==> src/design/swcm_pkg.sv <==
/*
 Constants, register map and state codes for the service window timer
 with clock monitor. Assumes a 10 MHz APB clock and a one-cycle
 instruction tick supplied by the processor core.
*/
package swcm_pkg;
    // ==========================================================
    // Register map
    localparam logic [7:0] ADDR_SERVICE = 8'h00;
    localparam logic [7:0] ADDR_STATUS = 8'h04;
    localparam logic [7:0] ADDR_CTRL = 8'h08;
    localparam logic [7:0] ADDR_IDLE_CNT = 8'h0C;
    // ==========================================================
    // Service word fields
    localparam int SEL_MSB = 7;
    localparam int SEL_LSB = 6;
    localparam int KEY_MSB = 5;
    localparam int KEY_LSB = 1;
    localparam int CM_BIT = 0;
    localparam logic [4:0] SVC_KEY = 5'h0C;
    localparam logic [1:0] SEL_RESET = 2'h3;
    localparam logic CM_EN_RESET = 1'b1;
    // ==========================================================
    // Status and control fields
    localparam int ST_PEND_BIT = 0;
    localparam int ST_WD_BIT = 1;
    localparam int ST_CM_BIT = 2;
    localparam int ST_FIRST_BIT = 3;
    localparam int CTRL_CLOCK_DELAY_SELECT_BIT = 0;
    localparam int CTRL_RC_BIT = 1;
    localparam logic [1:0] CTRL_RESET = 2'h0;
    // ==========================================================
    // Timing, in instruction cycles unless named otherwise
    localparam logic [16:0] LOWER_TICKS = 17'h00800;
    localparam logic [16:0] UPPER_BASE_TICKS = 17'h02000;
    localparam logic [4:0] REL_TICKS = 5'h10;
    localparam logic [11:0] IDLE_WRAP = 12'hFFF;
    localparam int CLK_PERIOD_NS = 100;
    localparam int CM_LIMIT_NS = 1000000;
    localparam int CM_LIMIT_CYCLES = CM_LIMIT_NS / CLK_PERIOD_NS;
    // ==========================================================
    // Supervisor states
    typedef enum logic [3:0] {
        WD_RUN = 4'b0001,
        WD_DRIVE = 4'b0010,
        WD_HOLD = 4'b0100,
        WD_RELEASED = 4'b1000
    } swcm_wd_state_type;
endpackage

==> src/design/swcm_top.sv <==
/*
 Service window timer and clock monitor with an APB register slave.
 Assumes instr_tick pulses once per instruction cycle, halt_mode and
 idle_mode come from the core, and shared_fault_pin is the Schmitt
 level of the open-drain fault wire, pulled up outside.
*/
`timescale 1ns/1ps

// Contract
// (RULE_01) Service before 2048 cycles is early
// (RULE_02) Top bits pick 8k to 64k upper bound
// (RULE_03) Key 01100 in bits 5..1 checked
// (RULE_04) Bit 0 enables clock monitor
// (RULE_05) Both detectors silent during reset
// (RULE_06) Reset arms max window, monitor on
// (RULE_07) First keyed write latches config once
// (RULE_08) Later writes compared; mismatch is error
// (RULE_09) Software services before upper bound
// (RULE_10) Services spaced one lower bound apart
// (RULE_11) First valid write restarts window
// (RULE_12) Fault held 16..32 cycles after low
// (RULE_13) Window restarts when pin returns high
// (RULE_14) Writes ignored while fault driven
// (RULE_15) Monitor drives low, releases after recovery
// (RULE_16) Pass 10 kHz, reject below 10 Hz
// (RULE_17) Key field reads as zeros
// (RULE_18) Halt and idle stop timer, not monitor
// (RULE_19) Halt exit resumes or reloads window
// (RULE_20) Idle exit is an automatic service
// (RULE_21) Idle counter unreset; pending every 4096
// (RULE_22) First service never early
// (RULE_23) Both errors ORed onto fault pin
module swcm_top import swcm_pkg::*; #(
    parameter int CM_LIMIT = CM_LIMIT_CYCLES
) (
    input wire logic pclk,
    input wire logic presetn,
    input wire logic psel,
    input wire logic penable,
    input wire logic pwrite,
    input wire logic [7:0] paddr,
    input wire logic [31:0] pwdata,
    output logic [31:0] prdata,
    output logic pready,
    output logic pslverr,
    input wire logic instr_tick,
    input wire logic halt_mode,
    input wire logic idle_mode,
    input wire logic shared_fault_pin,
    output logic fault_out_n,
    output logic fault_out_n_oe
);
    // ==========================================================
    // Parameter check
    if (CM_LIMIT < 2 || CM_LIMIT >= 1048576) begin : g_bad_limit
        $error("CM_LIMIT out of range");
    end

    function automatic logic [16:0] upper_bound(input logic [1:0] sel);
        upper_bound = UPPER_BASE_TICKS << sel;
    endfunction

    localparam logic [19:0] CM_LIM = 20'(CM_LIMIT);

    // ==========================================================
    // State
    swcm_wd_state_type state_reg, state_next;
    logic [16:0] win_cnt_reg, win_cnt_next;
    logic [4:0] wd_rel_reg, wd_rel_next;
    logic [4:0] cm_rel_reg, cm_rel_next;
    logic [19:0] gap_reg, gap_next;
    logic cm_drive_reg, cm_drive_next;
    logic [1:0] sel_reg, sel_next;
    logic cm_en_reg, cm_en_next;
    logic first_done_reg, first_done_next;
    logic [1:0] ctrl_reg, ctrl_next;
    logic pend_reg, pend_next;
    logic [15:0] idle_cnt_reg;
    logic halt_q_reg;
    logic idle_q_reg;
    logic pready_reg;
    logic pslverr_reg;
    logic [31:0] prdata_reg, prdata_next;
    logic oe_reg;

    // ==========================================================
    // APB decode
    wire access = psel & penable & pready_reg;
    wire wr = access & pwrite;
    wire rd = access & ~pwrite;
    wire hit_svc = paddr == ADDR_SERVICE;
    wire hit_st = paddr == ADDR_STATUS;
    wire hit_ctrl = paddr == ADDR_CTRL;
    wire hit_idle = paddr == ADDR_IDLE_CNT;
    wire unmapped = ~(hit_svc | hit_st | hit_ctrl | hit_idle);

    // ==========================================================
    // Service checking
    wire [7:0] w = pwdata[7:0];
    wire in_run = state_reg == WD_RUN;
    wire wd_drive = state_reg == WD_DRIVE || state_reg == WD_HOLD;
    wire inhibit = halt_mode | idle_mode; // [RULE_18]
    wire halt_exit = halt_q_reg & ~halt_mode;
    wire idle_exit = idle_q_reg & ~idle_mode;
    // Any active drive blocks the write, including a monitor fault
    wire svc_wr = wr & hit_svc & in_run & ~oe_reg & ~inhibit; // [RULE_14]
    wire key_ok = w[KEY_MSB:KEY_LSB] == SVC_KEY; // [RULE_03]
    wire sel_ok = w[SEL_MSB:SEL_LSB] == sel_reg;
    wire cm_ok = w[CM_BIT] == cm_en_reg;
    wire early = win_cnt_reg < LOWER_TICKS; // [RULE_01] [RULE_10]
    wire later_ok = key_ok & sel_ok & cm_ok & ~early; // [RULE_08]
    wire svc_good = svc_wr & (first_done_reg ? later_ok : key_ok); // [RULE_22]
    wire svc_bad = svc_wr & ~svc_good;
    wire [16:0] upper = upper_bound(sel_reg); // [RULE_02]
    wire timeout = in_run & ~inhibit & (win_cnt_reg >= upper); // [RULE_09]
    wire wd_err = svc_bad | timeout;
    // Crystal, or delayed R/C start, reloads the window after halt
    wire halt_reload = halt_exit & ~(ctrl_reg[CTRL_RC_BIT] & ~ctrl_reg[CTRL_CLOCK_DELAY_SELECT_BIT]); // [RULE_19]

    // ==========================================================
    // Window counter and supervisor sequence
    always_comb begin
        win_cnt_next = win_cnt_reg;
        if (!in_run) begin
            win_cnt_next = 17'h00000; // [RULE_13]
        end else if (svc_good || idle_exit || halt_reload) begin
            win_cnt_next = 17'h00000; // [RULE_11] [RULE_20]
        end else if (instr_tick && !inhibit && win_cnt_reg < upper) begin
            win_cnt_next = win_cnt_reg + 17'h00001;
        end
    end

    always_comb begin
        state_next = state_reg;
        wd_rel_next = wd_rel_reg;
        case (state_reg)
            WD_RUN: begin
                wd_rel_next = 5'h00;
                if (wd_err) begin
                    state_next = WD_DRIVE;
                end
            end
            WD_DRIVE: begin
                if (!shared_fault_pin) begin
                    state_next = WD_HOLD;
                end
            end
            WD_HOLD: begin
                if (instr_tick) begin
                    wd_rel_next = wd_rel_reg + 5'h01;
                    if (wd_rel_reg == REL_TICKS - 5'h01) begin
                        state_next = WD_RELEASED; // [RULE_12]
                    end
                end
            end
            WD_RELEASED: begin
                if (shared_fault_pin) begin
                    state_next = WD_RUN; // [RULE_13]
                end
            end
            default: begin
                state_next = WD_RUN;
            end
        endcase
    end

    // ==========================================================
    // Configuration latch
    always_comb begin
        sel_next = sel_reg;
        cm_en_next = cm_en_reg;
        first_done_next = first_done_reg;
        if (svc_good && !first_done_reg) begin
            sel_next = w[SEL_MSB:SEL_LSB]; // [RULE_07]
            cm_en_next = w[CM_BIT]; // [RULE_04]
            first_done_next = 1'b1;
        end
    end

    // ==========================================================
    // Clock monitor: gap between ticks measured in bus clocks
    wire cm_slow = gap_reg >= CM_LIM; // [RULE_16]
    always_comb begin
        gap_next = gap_reg;
        cm_drive_next = cm_drive_reg;
        cm_rel_next = cm_rel_reg;
        if (instr_tick) begin
            gap_next = 20'h00000;
        end else if (!cm_slow) begin
            gap_next = gap_reg + 20'h00001;
        end
        if (!cm_en_reg) begin
            cm_drive_next = 1'b0;
            cm_rel_next = 5'h00;
        end else if (cm_slow) begin
            cm_drive_next = 1'b1; // [RULE_15]
            cm_rel_next = 5'h00;
        end else if (cm_drive_reg && instr_tick) begin
            cm_rel_next = cm_rel_reg + 5'h01;
            if (cm_rel_reg == REL_TICKS - 5'h01) begin
                cm_drive_next = 1'b0; // [RULE_15]
            end
        end
    end

    // ==========================================================
    // Software registers
    wire idle_wrap = instr_tick & (idle_cnt_reg[11:0] == IDLE_WRAP);
    always_comb begin
        ctrl_next = ctrl_reg;
        pend_next = pend_reg;
        if (wr && hit_ctrl) begin
            ctrl_next = pwdata[1:0];
        end
        if (wr && hit_st && pwdata[ST_PEND_BIT]) begin
            pend_next = 1'b0;
        end
        if (idle_wrap) begin
            pend_next = 1'b1; // [RULE_21]
        end
    end

    // Key field is never returned to software
    wire [31:0] rd_svc = {24'h000000, sel_reg, 5'h00, cm_en_reg}; // [RULE_17]
    wire [31:0] rd_st = {28'h0000000, first_done_reg, cm_drive_reg, wd_drive, pend_reg};
    always_comb begin
        prdata_next = 32'h00000000;
        if (psel && penable && !pwrite && !pready_reg) begin
            if (hit_svc) begin
                prdata_next = rd_svc;
            end else if (hit_st) begin
                prdata_next = rd_st;
            end else if (hit_ctrl) begin
                prdata_next = {30'h00000000, ctrl_reg};
            end else if (hit_idle) begin
                prdata_next = {16'h0000, idle_cnt_reg};
            end
        end
    end

    // ==========================================================
    // Flip-flops
    always_ff @(posedge pclk or negedge presetn) begin
        if (!presetn) begin
            state_reg <= WD_RUN; // [RULE_05]
            win_cnt_reg <= 17'h00000;
            wd_rel_reg <= 5'h00;
            cm_rel_reg <= 5'h00;
            gap_reg <= 20'h00000;
            cm_drive_reg <= 1'b0; // [RULE_05]
            sel_reg <= SEL_RESET; // [RULE_06]
            cm_en_reg <= CM_EN_RESET; // [RULE_06]
            first_done_reg <= 1'b0;
            ctrl_reg <= CTRL_RESET;
            pend_reg <= 1'b0;
            halt_q_reg <= 1'b0;
            idle_q_reg <= 1'b0;
            pready_reg <= 1'b0;
            pslverr_reg <= 1'b0;
            prdata_reg <= 32'h00000000;
            oe_reg <= 1'b0;
        end else begin
            state_reg <= state_next;
            win_cnt_reg <= win_cnt_next;
            wd_rel_reg <= wd_rel_next;
            cm_rel_reg <= cm_rel_next;
            gap_reg <= gap_next;
            cm_drive_reg <= cm_drive_next;
            sel_reg <= sel_next;
            cm_en_reg <= cm_en_next;
            first_done_reg <= first_done_next;
            ctrl_reg <= ctrl_next;
            pend_reg <= pend_next;
            halt_q_reg <= halt_mode;
            idle_q_reg <= idle_mode;
            pready_reg <= psel & penable & ~pready_reg;
            pslverr_reg <= psel & penable & ~pready_reg & unmapped;
            prdata_reg <= prdata_next;
            oe_reg <= wd_drive | cm_drive_reg; // [RULE_23]
        end
    end

    // Free-running through reset; software may preload it
    always_ff @(posedge pclk) begin
        if (wr && hit_idle) begin
            idle_cnt_reg <= pwdata[15:0];
        end else if (instr_tick) begin
            idle_cnt_reg <= idle_cnt_reg + 16'h0001; // [RULE_21]
        end
    end

    assign prdata = prdata_reg;
    assign pready = pready_reg;
    assign pslverr = pslverr_reg;
    assign fault_out_n = 1'b0;
    assign fault_out_n_oe = oe_reg;

    // ==========================================================
    // Checks
    chk_reset_config: assert property (@(posedge pclk) disable iff (!presetn) // [RULE_06]
        !first_done_reg |-> sel_reg == 2'h3 && cm_en_reg)
        else $error("config not at reset value before first service");
    chk_early_error: assert property (@(posedge pclk) disable iff (!presetn) // [RULE_01]
        svc_wr && first_done_reg && early |=> state_reg == WD_DRIVE ##1 fault_out_n_oe)
        else $error("early service did not raise fault");
    chk_key_error: assert property (@(posedge pclk) disable iff (!presetn) // [RULE_03]
        svc_wr && !key_ok |=> state_reg == WD_DRIVE)
        else $error("bad key did not raise fault");
    chk_config_lock: assert property (@(posedge pclk) disable iff (!presetn) // [RULE_07]
        first_done_reg |=> $stable(sel_reg) && $stable(cm_en_reg))
        else $error("config changed after first service");
    chk_good_restart: assert property (@(posedge pclk) disable iff (!presetn) // [RULE_11]
        svc_good |=> win_cnt_reg == 17'h00000 && state_reg == WD_RUN)
        else $error("valid service did not restart window");
    chk_upper_timeout: assert property (@(posedge pclk) disable iff (!presetn) // [RULE_09]
        in_run && !inhibit && win_cnt_reg >= upper_bound(sel_reg) |=> state_reg == WD_DRIVE)
        else $error("window expiry missed");
    chk_ignore_driven: assert property (@(posedge pclk) disable iff (!presetn) // [RULE_14]
        wr && hit_svc && oe_reg && in_run && !idle_exit && !halt_reload
        |=> $stable(first_done_reg) && $stable(sel_reg) && $stable(cm_en_reg)
        && (!in_run || win_cnt_reg != 17'h00000 || $past(win_cnt_reg) == 17'h00000))
        else $error("service taken while fault driven");
    chk_halt_freeze: assert property (@(posedge pclk) disable iff (!presetn) // [RULE_18]
        in_run && halt_mode && halt_q_reg ##1 halt_mode && in_run |-> $stable(win_cnt_reg))
        else $error("window counted during halt");
    chk_key_hidden: assert property (@(posedge pclk) disable iff (!presetn) // [RULE_17]
        rd && hit_svc |-> prdata[5:1] == 5'h00)
        else $error("key field visible on read");
    chk_cm_fault: assert property (@(posedge pclk) disable iff (!presetn) // [RULE_15]
        cm_en_reg && cm_slow |=> cm_drive_reg ##1 fault_out_n_oe)
        else $error("slow clock not flagged");
    cov_first_service: cover property (@(posedge pclk) disable iff (!presetn)
        svc_good && !first_done_reg);
    cov_wd_release: cover property (@(posedge pclk) disable iff (!presetn)
        state_reg == WD_RELEASED ##[1:20] in_run);
    cov_cm_recover: cover property (@(posedge pclk) disable iff (!presetn)
        $fell(cm_drive_reg));
endmodule

==> config.mk <==
export PLATFORM = sky130hd
export DESIGN_NAME = swcm_top
export DESIGN_NICKNAME = d
export VERILOG_FILES = /design/src/design/swcm_pkg.sv /design/src/design/swcm_top.sv
export SDC_FILE = /design/constraint.sdc
export NUM_CORES = 1
export LEC_CHECK = 0
export ABC_CLOCK_PERIOD_IN_PS = 2300
export BUFFER_PORTS_ARGS = -buffer_cell sky130_fd_sc_hd__buf_4
export CORE_MARGIN = 2
export CORE_UTILIZATION = 51
export DETAILED_ROUTE_END_ITERATION = 6
export HOLD_SLACK_MARGIN = 0.08
export PLACE_DENSITY_LB_ADDON = 0.08
export SYNTH_ARGS = -nofsm -noshare
export SYNTH_HDL_FRONTEND = slang
export SYNTH_SLANG_ARGS = --single-unit
==> constraint.sdc <==
create_clock -name pclk -period 2.3 [get_ports pclk]
set_input_delay 0 -clock pclk [delete_from_list [all_inputs] [get_ports pclk]]
set_output_delay 0 -clock pclk [all_outputs]
set_load 0.05 [all_outputs]
==> metrics.md, run 1 <==
| Metric | Value |
|---|---|
| Largest cells by area after synthesis | dfrtp_1 (38%), edfxtp_1 (9.5%), xnor2_1 (5.9%) |
| Total GRT Usage | 19.7% |
| Total die area | 10700 um2 |
| Final Hold Vio Count | 0 |
| Fraction of synthesized cell area in xor and xnor cells | 8.52% |
| Row count | 36 |
| Most common cell after layout, fill and taps aside | dfrtp_1 |
| Final min period | 2170 ps |
| Vias per cell | 5.21 |
| Layout cells sized above 1 | 18.2% |
| Slowest cell delay on critical path | 640 ps |
| Seq/Total Area, Yosys | 49.4% |
| Pwr dens | 520 nW/um2 |
| Count of input and output buffers | 51 |
| I/O pins | 85 |
| Setup-failing EPs final | 0 |
| Post-Synth Simple-Gate Area | 24.3% |
| Synth warn | 0 |
| Final WL | 10000 um |
| # fillers | 809 |
| Final net count | 647 |
| Max reg flops | 20 |
| HPWL after DPL | 6860 um |
| CP cell instances | dlygate4sd3_1, buf_4, nor4_1, dlygate4sd3_1, nand3_1, nor2_1, mux2_2 |
| Initial Util | 52.0% |
| Commonest non-fill, non-tap cells in the layout | dfrtp_1 (76), nor2_1 (66), buf_4 (57) |
| Max cap viols | 0 |
| Top cell type's share of synthesized area | 37.7% |
| Post-route setup slack | 126 ps |
| Most frequent CP cell | dlygate4sd3_1 |
| Worst Hold Slack | 121 ps |
| Area Overhead vs Synth | 19.0% |
| H-Tree Level Count | 3 |
| Number of synthesized flops with an enable pin | 16 |
| Synth Area in Compound Gates | 7.17% |
| Final ANT Viol Nets | 0 |
| Clock slew at reported path FFs | 90 ps |
| Yosys cell types | 55 |
| WP data required | 2590 ps |
| Die Y-Extent | 103 um |
| Worst setup EP type | flip-flop |
| Worst endpoint data arrival time | 2460 ps |
| WS Path Type | in -> reg |
| Worst path slowest cell | dlygate4sd3_1 |
| Crit path launch type | primary input |
| Leakage power | 0.00255 uW |
| Vias in the first global route | 3523 |
| Slew Limit Fails | 0 |
| Mean Syn Cell Area | 10.0 um2 |
| Setup Buffers After CTS | 0 |
| Largest area contributor in the netlist | dfrtp_1 |
| Detailed Routing Iterations Pass 1 | 4 |
| Mux cell area share after synthesis | 2.38% |
| Clock net sink count | 96 |
| Adder-cell share of the synthesized area | 3.23% |
| Pre-CTS setup slack | 142 ps |
| Area of the core | 9680 um2 |
| Predominant post-synthesis flop cell | dfrtp_1 |
| Status | finished, final reports clean |
| Post-synthesis async set-or-reset flop share | 83.3% |
| Slew @ Worst Pin | 981 ps |
| Num CTS Buffers | 9 |
| Gpl congestion | 0.790 |
| Sum Neg Setup Slack | 0 ps |
| Pwr Total | 3120 uW |
| Slew margin rel. | 34.6% |
| Worst Hold Class | in -> reg |
| Setup Skew | 8.31 ps |
| Clock Latency Late Sink | 360 ps |
| Tcrit/Tclk final | 94.5% |
| Mapped Cells | 503 |
| Final cell count without fillers | 722 |
| CP max FO | 3 |
| Main combinational cell family by area after synthesis | simple AND/OR/NAND/NOR gates |
| Drt first-iter violations | 95 |
| Fmax | 0.460 GHz |
| DP Cell Count | 678 |
| Clock Root Buffer | clkbuf_8 |
| CTS tree | yes |
| Netlist Area Pre-Place | 5040 um2 |
| Largest net degree at the start of global routing | 81 |
| Congestion Overflow GR | 0 |
| Max clock buf depth | 2 |
| Peak VDD IR | 280 uV |
| Initial antenna violation count | 0 |
| #FFs+latches synth | 96 |
| First-pass GRT wire length | 16200 um |
| DR vias | 3762 |
| Cell family with the largest share of critical-path delay | buffers and inverters |
| Buf/Inv on CP | 3 |
| DRC Markers | 0 |
| DIE WIDTH | 103 um |
| Antenna diodes | 0 |
| Average wire per standard cell | 13.9 um |
==> metal layers <==
metal  vias up  wire length [um]  track usage, %
met2        79              4690            32.5
met5         -                 0               0
met3        17               427            2.82
li1       1883                 -               -
met1      1783              4690            26.1
met4         0               195            8.10
==> logic make-up (layout without fill, tap and decap cells) <==
kind of cell	count (synthesis)	in the layout
compound gates	55	55
xor+xnor	49	49
fa+ha+maj	13	13
buf+inv	45	115
flops	96	96
mux	10	10
other cells	1	17
simple gates	234	234
==> cell type report <==
class | instances | area [um2] | area share (%)
timing repair buffer | 87 | 738 | 12.3
inverter | 13 | 48.8 | 0.814
clock inverter | 4 | 20.0 | 0.334
clock buffer | 11 | 151 | 2.53
tap | 133 | 166 | 2.78
sequential | 96 | 2490 | 41.5
multi-input combinational | 378 | 2380 | 39.8
==> where the power goes <==
group	internal (uW)	switching [uW]
Sequential	1770	39.3
Combinational	129	196
Clock	439	550
==> per-stage QoR <==
stage | util [%] | area, um2
after floorplan | - | 5100
after global placement | 56.9 | 5510
after detailed placement | 56.9 | 5510
after CTS | 61.7 | 5980
after global routing | 61.9 | 6000
final | 61.9 | 6000
==> worst paths after layout <==
check                      cells past startpoint         endpoint         from  slack, ps
min reg2reg                                    1      gap_reg[14]  gap_reg[14]        510
max in group asynchronous                      2     state_reg[1]      presetn       1330
max reg2reg                                    8  win_cnt_reg[16]   sel_reg[1]        160
min                                            4        prdata[0]     paddr[1]        120
min in group asynchronous                      2    cm_rel_reg[1]      presetn        330
max                                            7        cm_en_reg    pwdata[5]        130
==> worst reg2reg max path, cell delays in order, from the launching register on <==
cell and delay, ps:
dfstp_2 400, or2_2 310, ha_1 270, o21ai_0 160, a22oi_1 100, buf_4 210
nor4_1 350, xnor2_1 180, nor2_2 40
==> cell usage after synthesis (6+ instances only) <==
master    number
nand2b_1       9
a21oi_1       22
and4_1         6
inv_1         13
nor2_2        10
nor4_1         9
o21ai_0        7
edfxtp_1      16
xnor2_1       34
and2_1        12
nor2_1        66
ha_1          13
dfrtp_1       76
nand2_1       38
nor2b_1       11
nor3_1        13
clkbuf_1      11
a211oi_1      10
buf_4         17
mux2_2         6
nand4_1       17
nand3_1       19
xor2_1        15
==> repair_timing <==
action                     CTS  global route
hold buffers                29             0
hold endpoints to repair   132             0
setup endpoints to repair    0             4
resized for setup            0             4
Power figures use the tool's default switching activity.
==> run 2: changes to the inputs <==
- ABC_CLOCK_PERIOD_IN_PS: 2300 -> 2100
- CORE_UTILIZATION: 51 -> 57
- PLACE_DENSITY: not set -> 0.79
- PLACE_DENSITY_LB_ADDON: 0.08 -> not set
- clock period: 2.3 -> 2.1 ns (I/O delays scaled with it)
==> metrics.md, run 2 (same netlist as run 1, synthesis figures left out) <==
| Metric | Value |
|---|---|
| Status | finished, final reports clean |
| DRC Markers | 0 |
| Die Y-Extent | 98.0 um |
| Clock net sink count | 96 |
| Worst endpoint data arrival time | 2340 ps |
| Clock Latency Late Sink | 370 ps |
| Slew margin rel. | 64.6% |
| Congestion Overflow GR | 0 |
| Final min period | 2070 ps |
| Final WL | 10600 um |
| WP data required | 2370 ps |
| Area Overhead vs Synth | 22.1% |
| Layout cells sized above 1 | 20.3% |
| Final Hold Vio Count | 0 |
| RSZ-0062 raised after global routing | true |
| Fmax | 0.483 GHz |
| Num CTS Buffers | 9 |
| First-pass GRT wire length | 17900 um |
| Drt first-iter violations | 162 |
| Detailed Routing Iterations Pass 1 | 4 |
| Final net count | 657 |
| Largest net degree at the start of global routing | 34 |
| Layout Cell Area excl Fill | 6150 um2 |
| Gpl congestion | 0.856 |
| Slew Limit Fails | 0 |
| Pwr dens | 577 nW/um2 |
| Vias per cell | 5.48 |
| H-Tree Level Count | 3 |
| DIE WIDTH | 98.0 um |
| Leakage power | 0.00259 uW |
| WS Path Type | reg -> reg |
| I/O pins | 85 |
| Total GRT Usage | 22.8% |
| CTS tree | yes |
| Area of the core | 8640 um2 |
| Max cap viols | 0 |
| Max reg flops | 20 |
| Total die area | 9610 um2 |
| # fillers | 618 |
| Vias in the first global route | 3823 |
| Peak VDD IR | 365 uV |
| Max clock buf depth | 2 |
| HPWL after DPL | 7180 um |
| Antenna diodes | 0 |
| Initial antenna violation count | 0 |
| Most common cell after layout, fill and taps aside | dfrtp_1 |
| Worst Hold Class | in -> async |
| Pre-CTS setup slack | -43.9 ps |
| Sum Neg Setup Slack | 0 ps |
| Post-route setup slack | 30.5 ps |
| DR vias | 3877 |
| Crit path launch type | flip-flop |
| Average wire per standard cell | 15.0 um |
| Row count | 34 |
| Final ANT Viol Nets | 0 |
| Clock Root Buffer | clkbuf_8 |
| Clock slew at reported path FFs | 100 ps |
| Slew @ Worst Pin | 517 ps |
| CP max FO | 19 |
| Tcrit/Tclk final | 98.5% |
| Worst setup EP type | flip-flop |
| Commonest non-fill, non-tap cells in the layout | dfrtp_1 (76), nor2_1 (64), buf_4 (63) |
| Placed Area | 5550 um2 |
| Count of input and output buffers | 51 |
| Initial Util | 58.4% |
| Setup-failing EPs final | 0 |
| Setup Skew | 11.3 ps |
run 2: area by class of cell:
cell class	instances	area [um2]	share of cell area, %
inverters	13	48.8	0.793
multi-input cells	378	2450	39.8
clock buffers	10	128	2.07
flip-flops and latches	96	2490	40.4
repair buffers	97	833	13.5
clock inverters	6	70.1	1.14
well taps	108	135	2.20
run 2: repair_timing:
item                       in CTS  in global routing
buffers inserted                0                  1
gates cloned                    0                  0
setup endpoints to repair       4                 24
hold endpoints to repair      135                  0
gates resized for setup         5                 10
hold buffers                   32                  0
pin swaps                       0                  2
run 2: routing by layer:
| layer | routed length [um] | up-vias | GRT usage, % | share of wire (%) |
|---|---|---|---|---|
| met4 | 135 | 0 | 6.73 | 1.3 |
| met2 | 5330 | 92 | 37.7 | 50 |
| met5 | 0 | - | 0 | 0 |
| met3 | 483 | 12 | 4.22 | 4.5 |
| li1 | - | 1902 | - | - |
| met1 | 4700 | 1871 | 31.0 | 44 |
run 2: worst paths after layout:
kind | start | to | slack (ps) | cells past startpoint
setup / recovery | sel_reg[1] | win_cnt_reg[14] | 30 | 8
hold / removal | presetn | gap_reg[7] | 110 | 2
setup reg to reg | sel_reg[1] | win_cnt_reg[14] | 30 | 8
hold reg to reg | gap_reg[19] | gap_reg[19] | 510 | 1
max in group asynchronous | presetn | state_reg[0] | 1270 | 3
min in group pclk | paddr[6] | prdata[3] | 110 | 5
run 2: worst max-delay path: stages (launching register included):
cell,delay [ps]
dfstp_2,390
or2_2,290
ha_1,280
o21ai_1,200
a22oi_2,120
buf_12,170
nor4_4,290
xnor2_1,180
nor2_2,40
run 2: metrics by stage:
step	util, %	std cells	total power (uW)	hold WS, ps
2_1_floorplan	-	519	2220	-296
3_3_place_gp	64.2	659	2320	-37.7
3_5_place_dp	64.2	659	2330	-38.3
4_1_cts	70.5	707	3570	122
5_1_grt	71.3	708	3680	139
6_report	71.3	708	3550	108
run 2: where the power goes:
part	leakage [uW]	switching (uW)	internal (uW)
clock	0.0000887	656	555
combinational	0.00125	222	146
sequential	0.00125	38.6	1930
total	0.00259	917	2630
==> run 3: changes to the inputs <==
- CORE_ASPECT_RATIO: not set -> 2
- PLACE_DENSITY: 0.79 -> 0.81
==> metrics.md, run 3 (same netlist as run 1, synthesis figures left out) <==
| Metric | Value |
|---|---|
| Slew @ Worst Pin | 525 ps |
| Initial antenna violation count | 0 |
| Critical Path End | win_cnt_reg[13] |
| CTS tree | yes |
| Final ANT Viol Nets | 0 |
| Max reg flops | 20 |
| Slew margin rel. | 64.7% |
| Clock slew at reported path FFs | 70 ps |
| Vias per cell | 5.68 |
| Die Y-Extent | 137 um |
| CP max FO | 18 |
| Post-route setup slack | -48.3 ps |
| Sum Neg Setup Slack | -142 ps |
| WS Path Type | reg -> reg |
| Final Util | 72.9% |
| Detailed Routing Iterations Pass 1 | 4 |
| Most common cell after layout, fill and taps aside | dfrtp_1 |
| Row count | 48 |
| Average wire per standard cell | 16.1 um |
| WP data required | 2330 ps |
| First-pass GRT wire length | 18600 um |
| Pwr dens | 654 nW/um2 |
| Worst Hold Class | in -> reg |
| RSZ-0062 raised after global routing | true |
| Antenna diodes | 0 |
| Pre-CTS setup slack | -41.5 ps |
| Total die area | 9660 um2 |
| Largest net degree at the start of global routing | 81 |
| Slew Limit Fails | 0 |
| Final Hold Vio Count | 0 |
| Congestion Overflow GR | 0 |
| Critical Path Start | sel_reg[0] |
| Final WL | 11300 um |
| Initial Util | 58.7% |
| Num CTS Buffers | 9 |
| Area of the core | 8590 um2 |
| I/O pins | 85 |
| Worst endpoint data arrival time | 2380 ps |
| Worst Hold Slack | 120 ps |
| Max clock buf depth | 2 |
| Reg-to-reg slack, setup | -50 ps |
| Final min period | 2150 ps |
| DR vias | 3970 |
| Leakage power | 0.00266 uW |
| Clock net sink count | 96 |
| Total GRT Usage | 24.3% |
| Count of input and output buffers | 51 |
| Vias in the first global route | 4037 |
| Commonest non-fill, non-tap cells in the layout | dfrtp_1 (76), nor2_1 (65), buf_4 (65) |
| Clock Latency Late Sink | 340 ps |
| Worst setup EP type | flip-flop |
| HPWL after DPL | 7560 um |
| H-Tree Level Count | 3 |
| Final net count | 656 |
| Fmax | 0.465 GHz |
| Clock Root Buffer | clkbuf_16 |
| Max cap viols | 0 |
| Reg2reg path depth | 8 |
| Crit path launch type | flip-flop |
| R2r startpoint | sel_reg[0] |
| DIE WIDTH | 70.5 um |
| Setup-failing EPs final | 4 |
| Gpl congestion | 0.808 |
| Tcrit/Tclk final | 102% |
| Reg-to-reg endpoint | win_cnt_reg[13] |
| Layout cells sized above 1 | 20.9% |
| Slowest cell delay on critical path | 570 ps |
| Status | finished with violations |
| Failing checks | setup timing |
| Drt first-iter violations | 328 |
| Worst path slowest cell | dfstp_2 |
| CP cell instances | nand2b_1, ha_1, o21ai_0, a22oi_2, buf_12, nor4b_4, xnor2_1, nor2_2 |
| DRC Markers | 0 |
| Peak VDD IR | 470 uV |
| Setup Skew | 6.67 ps |
| Area Overhead vs Synth | 24.2% |
## run 3: cell count changes in the layout (fill, tap and decap cells not counted), moves of 2 or more
cell,change
buf_4,+2
clkbuf_16,+9
clkbuf_8,-9
clkinv_2,+2
clkinvlp_4,-2
dlygate4sd3_1,-4
## run 3: stage by stage
step	power [uW]	std cells	cell area (um2)
6_report	4090	699	6260
3_5_place_dp	2340	654	5570
4_1_cts	4120	698	6200
5_1_grt	4230	699	6260
2_1_floorplan	2220	519	5110
3_3_place_gp	2330	654	5570
## run 3: repair_timing
item / in CTS / in global routing
hold buffers: 28 / 0
setup buffers: 0 / 1
endpoints found under the hold margin: 134 / 0
setup endpoints to repair: 5 / 16
pin swaps: 0 / 4
cloned: 0 / 0
gates resized for setup: 5 / 8
## run 3: where the power goes
part / internal, uW / total, uW / leakage [uW] / switching [uW]
clock: 1040 / 1740 / 0.000156 / 696
sequential: 1940 / 1970 / 0.00125 / 37.0
combinational: 149 / 378 / 0.00126 / 229
## run 3: worst min path at each step
stage	from	endpoint	slack (ps)	cells past startpoint
5_1_grt	pwrite	prdata[0]	160	4
3_3_place_gp	presetn	gap_reg[4]	50	2
3_5_place_dp	presetn	gap_reg[2]	60	2
2_1_floorplan	presetn	cm_drive_reg	-300	0
4_1_cts	pwrite	prdata[0]	110	4
6_report	paddr[1]	prdata[0]	120	4
## run 3: area by class of cell
cell class	count	area [um2]
Inverter	13	48.8
Multi-Input combinational cell	378	2450
Tap cell	100	125
Timing Repair Buffer	96	828
Fill cell	584	2330
Clock buffer	9	225
Sequential cell	96	2490
Clock inverter	7	95.1
## run 3: critical path, delay by kind of cell (launching register included)
kind            cells  cell delay, ps
flops               1             570
simple gates        3             480
compound gates      2             390
fa+ha+maj           1             230
buf+inv             1             180
xor+xnor            1             180
## run 3: routing by layer
layer	vias up	part of all wire [%]	GRT usage, %
met1	1945	37	27.2
met3	21	3.9	4.57
met5	-	0	0
met4	0	2.0	9.40
li1	1898	-	-
met2	106	57	45.0
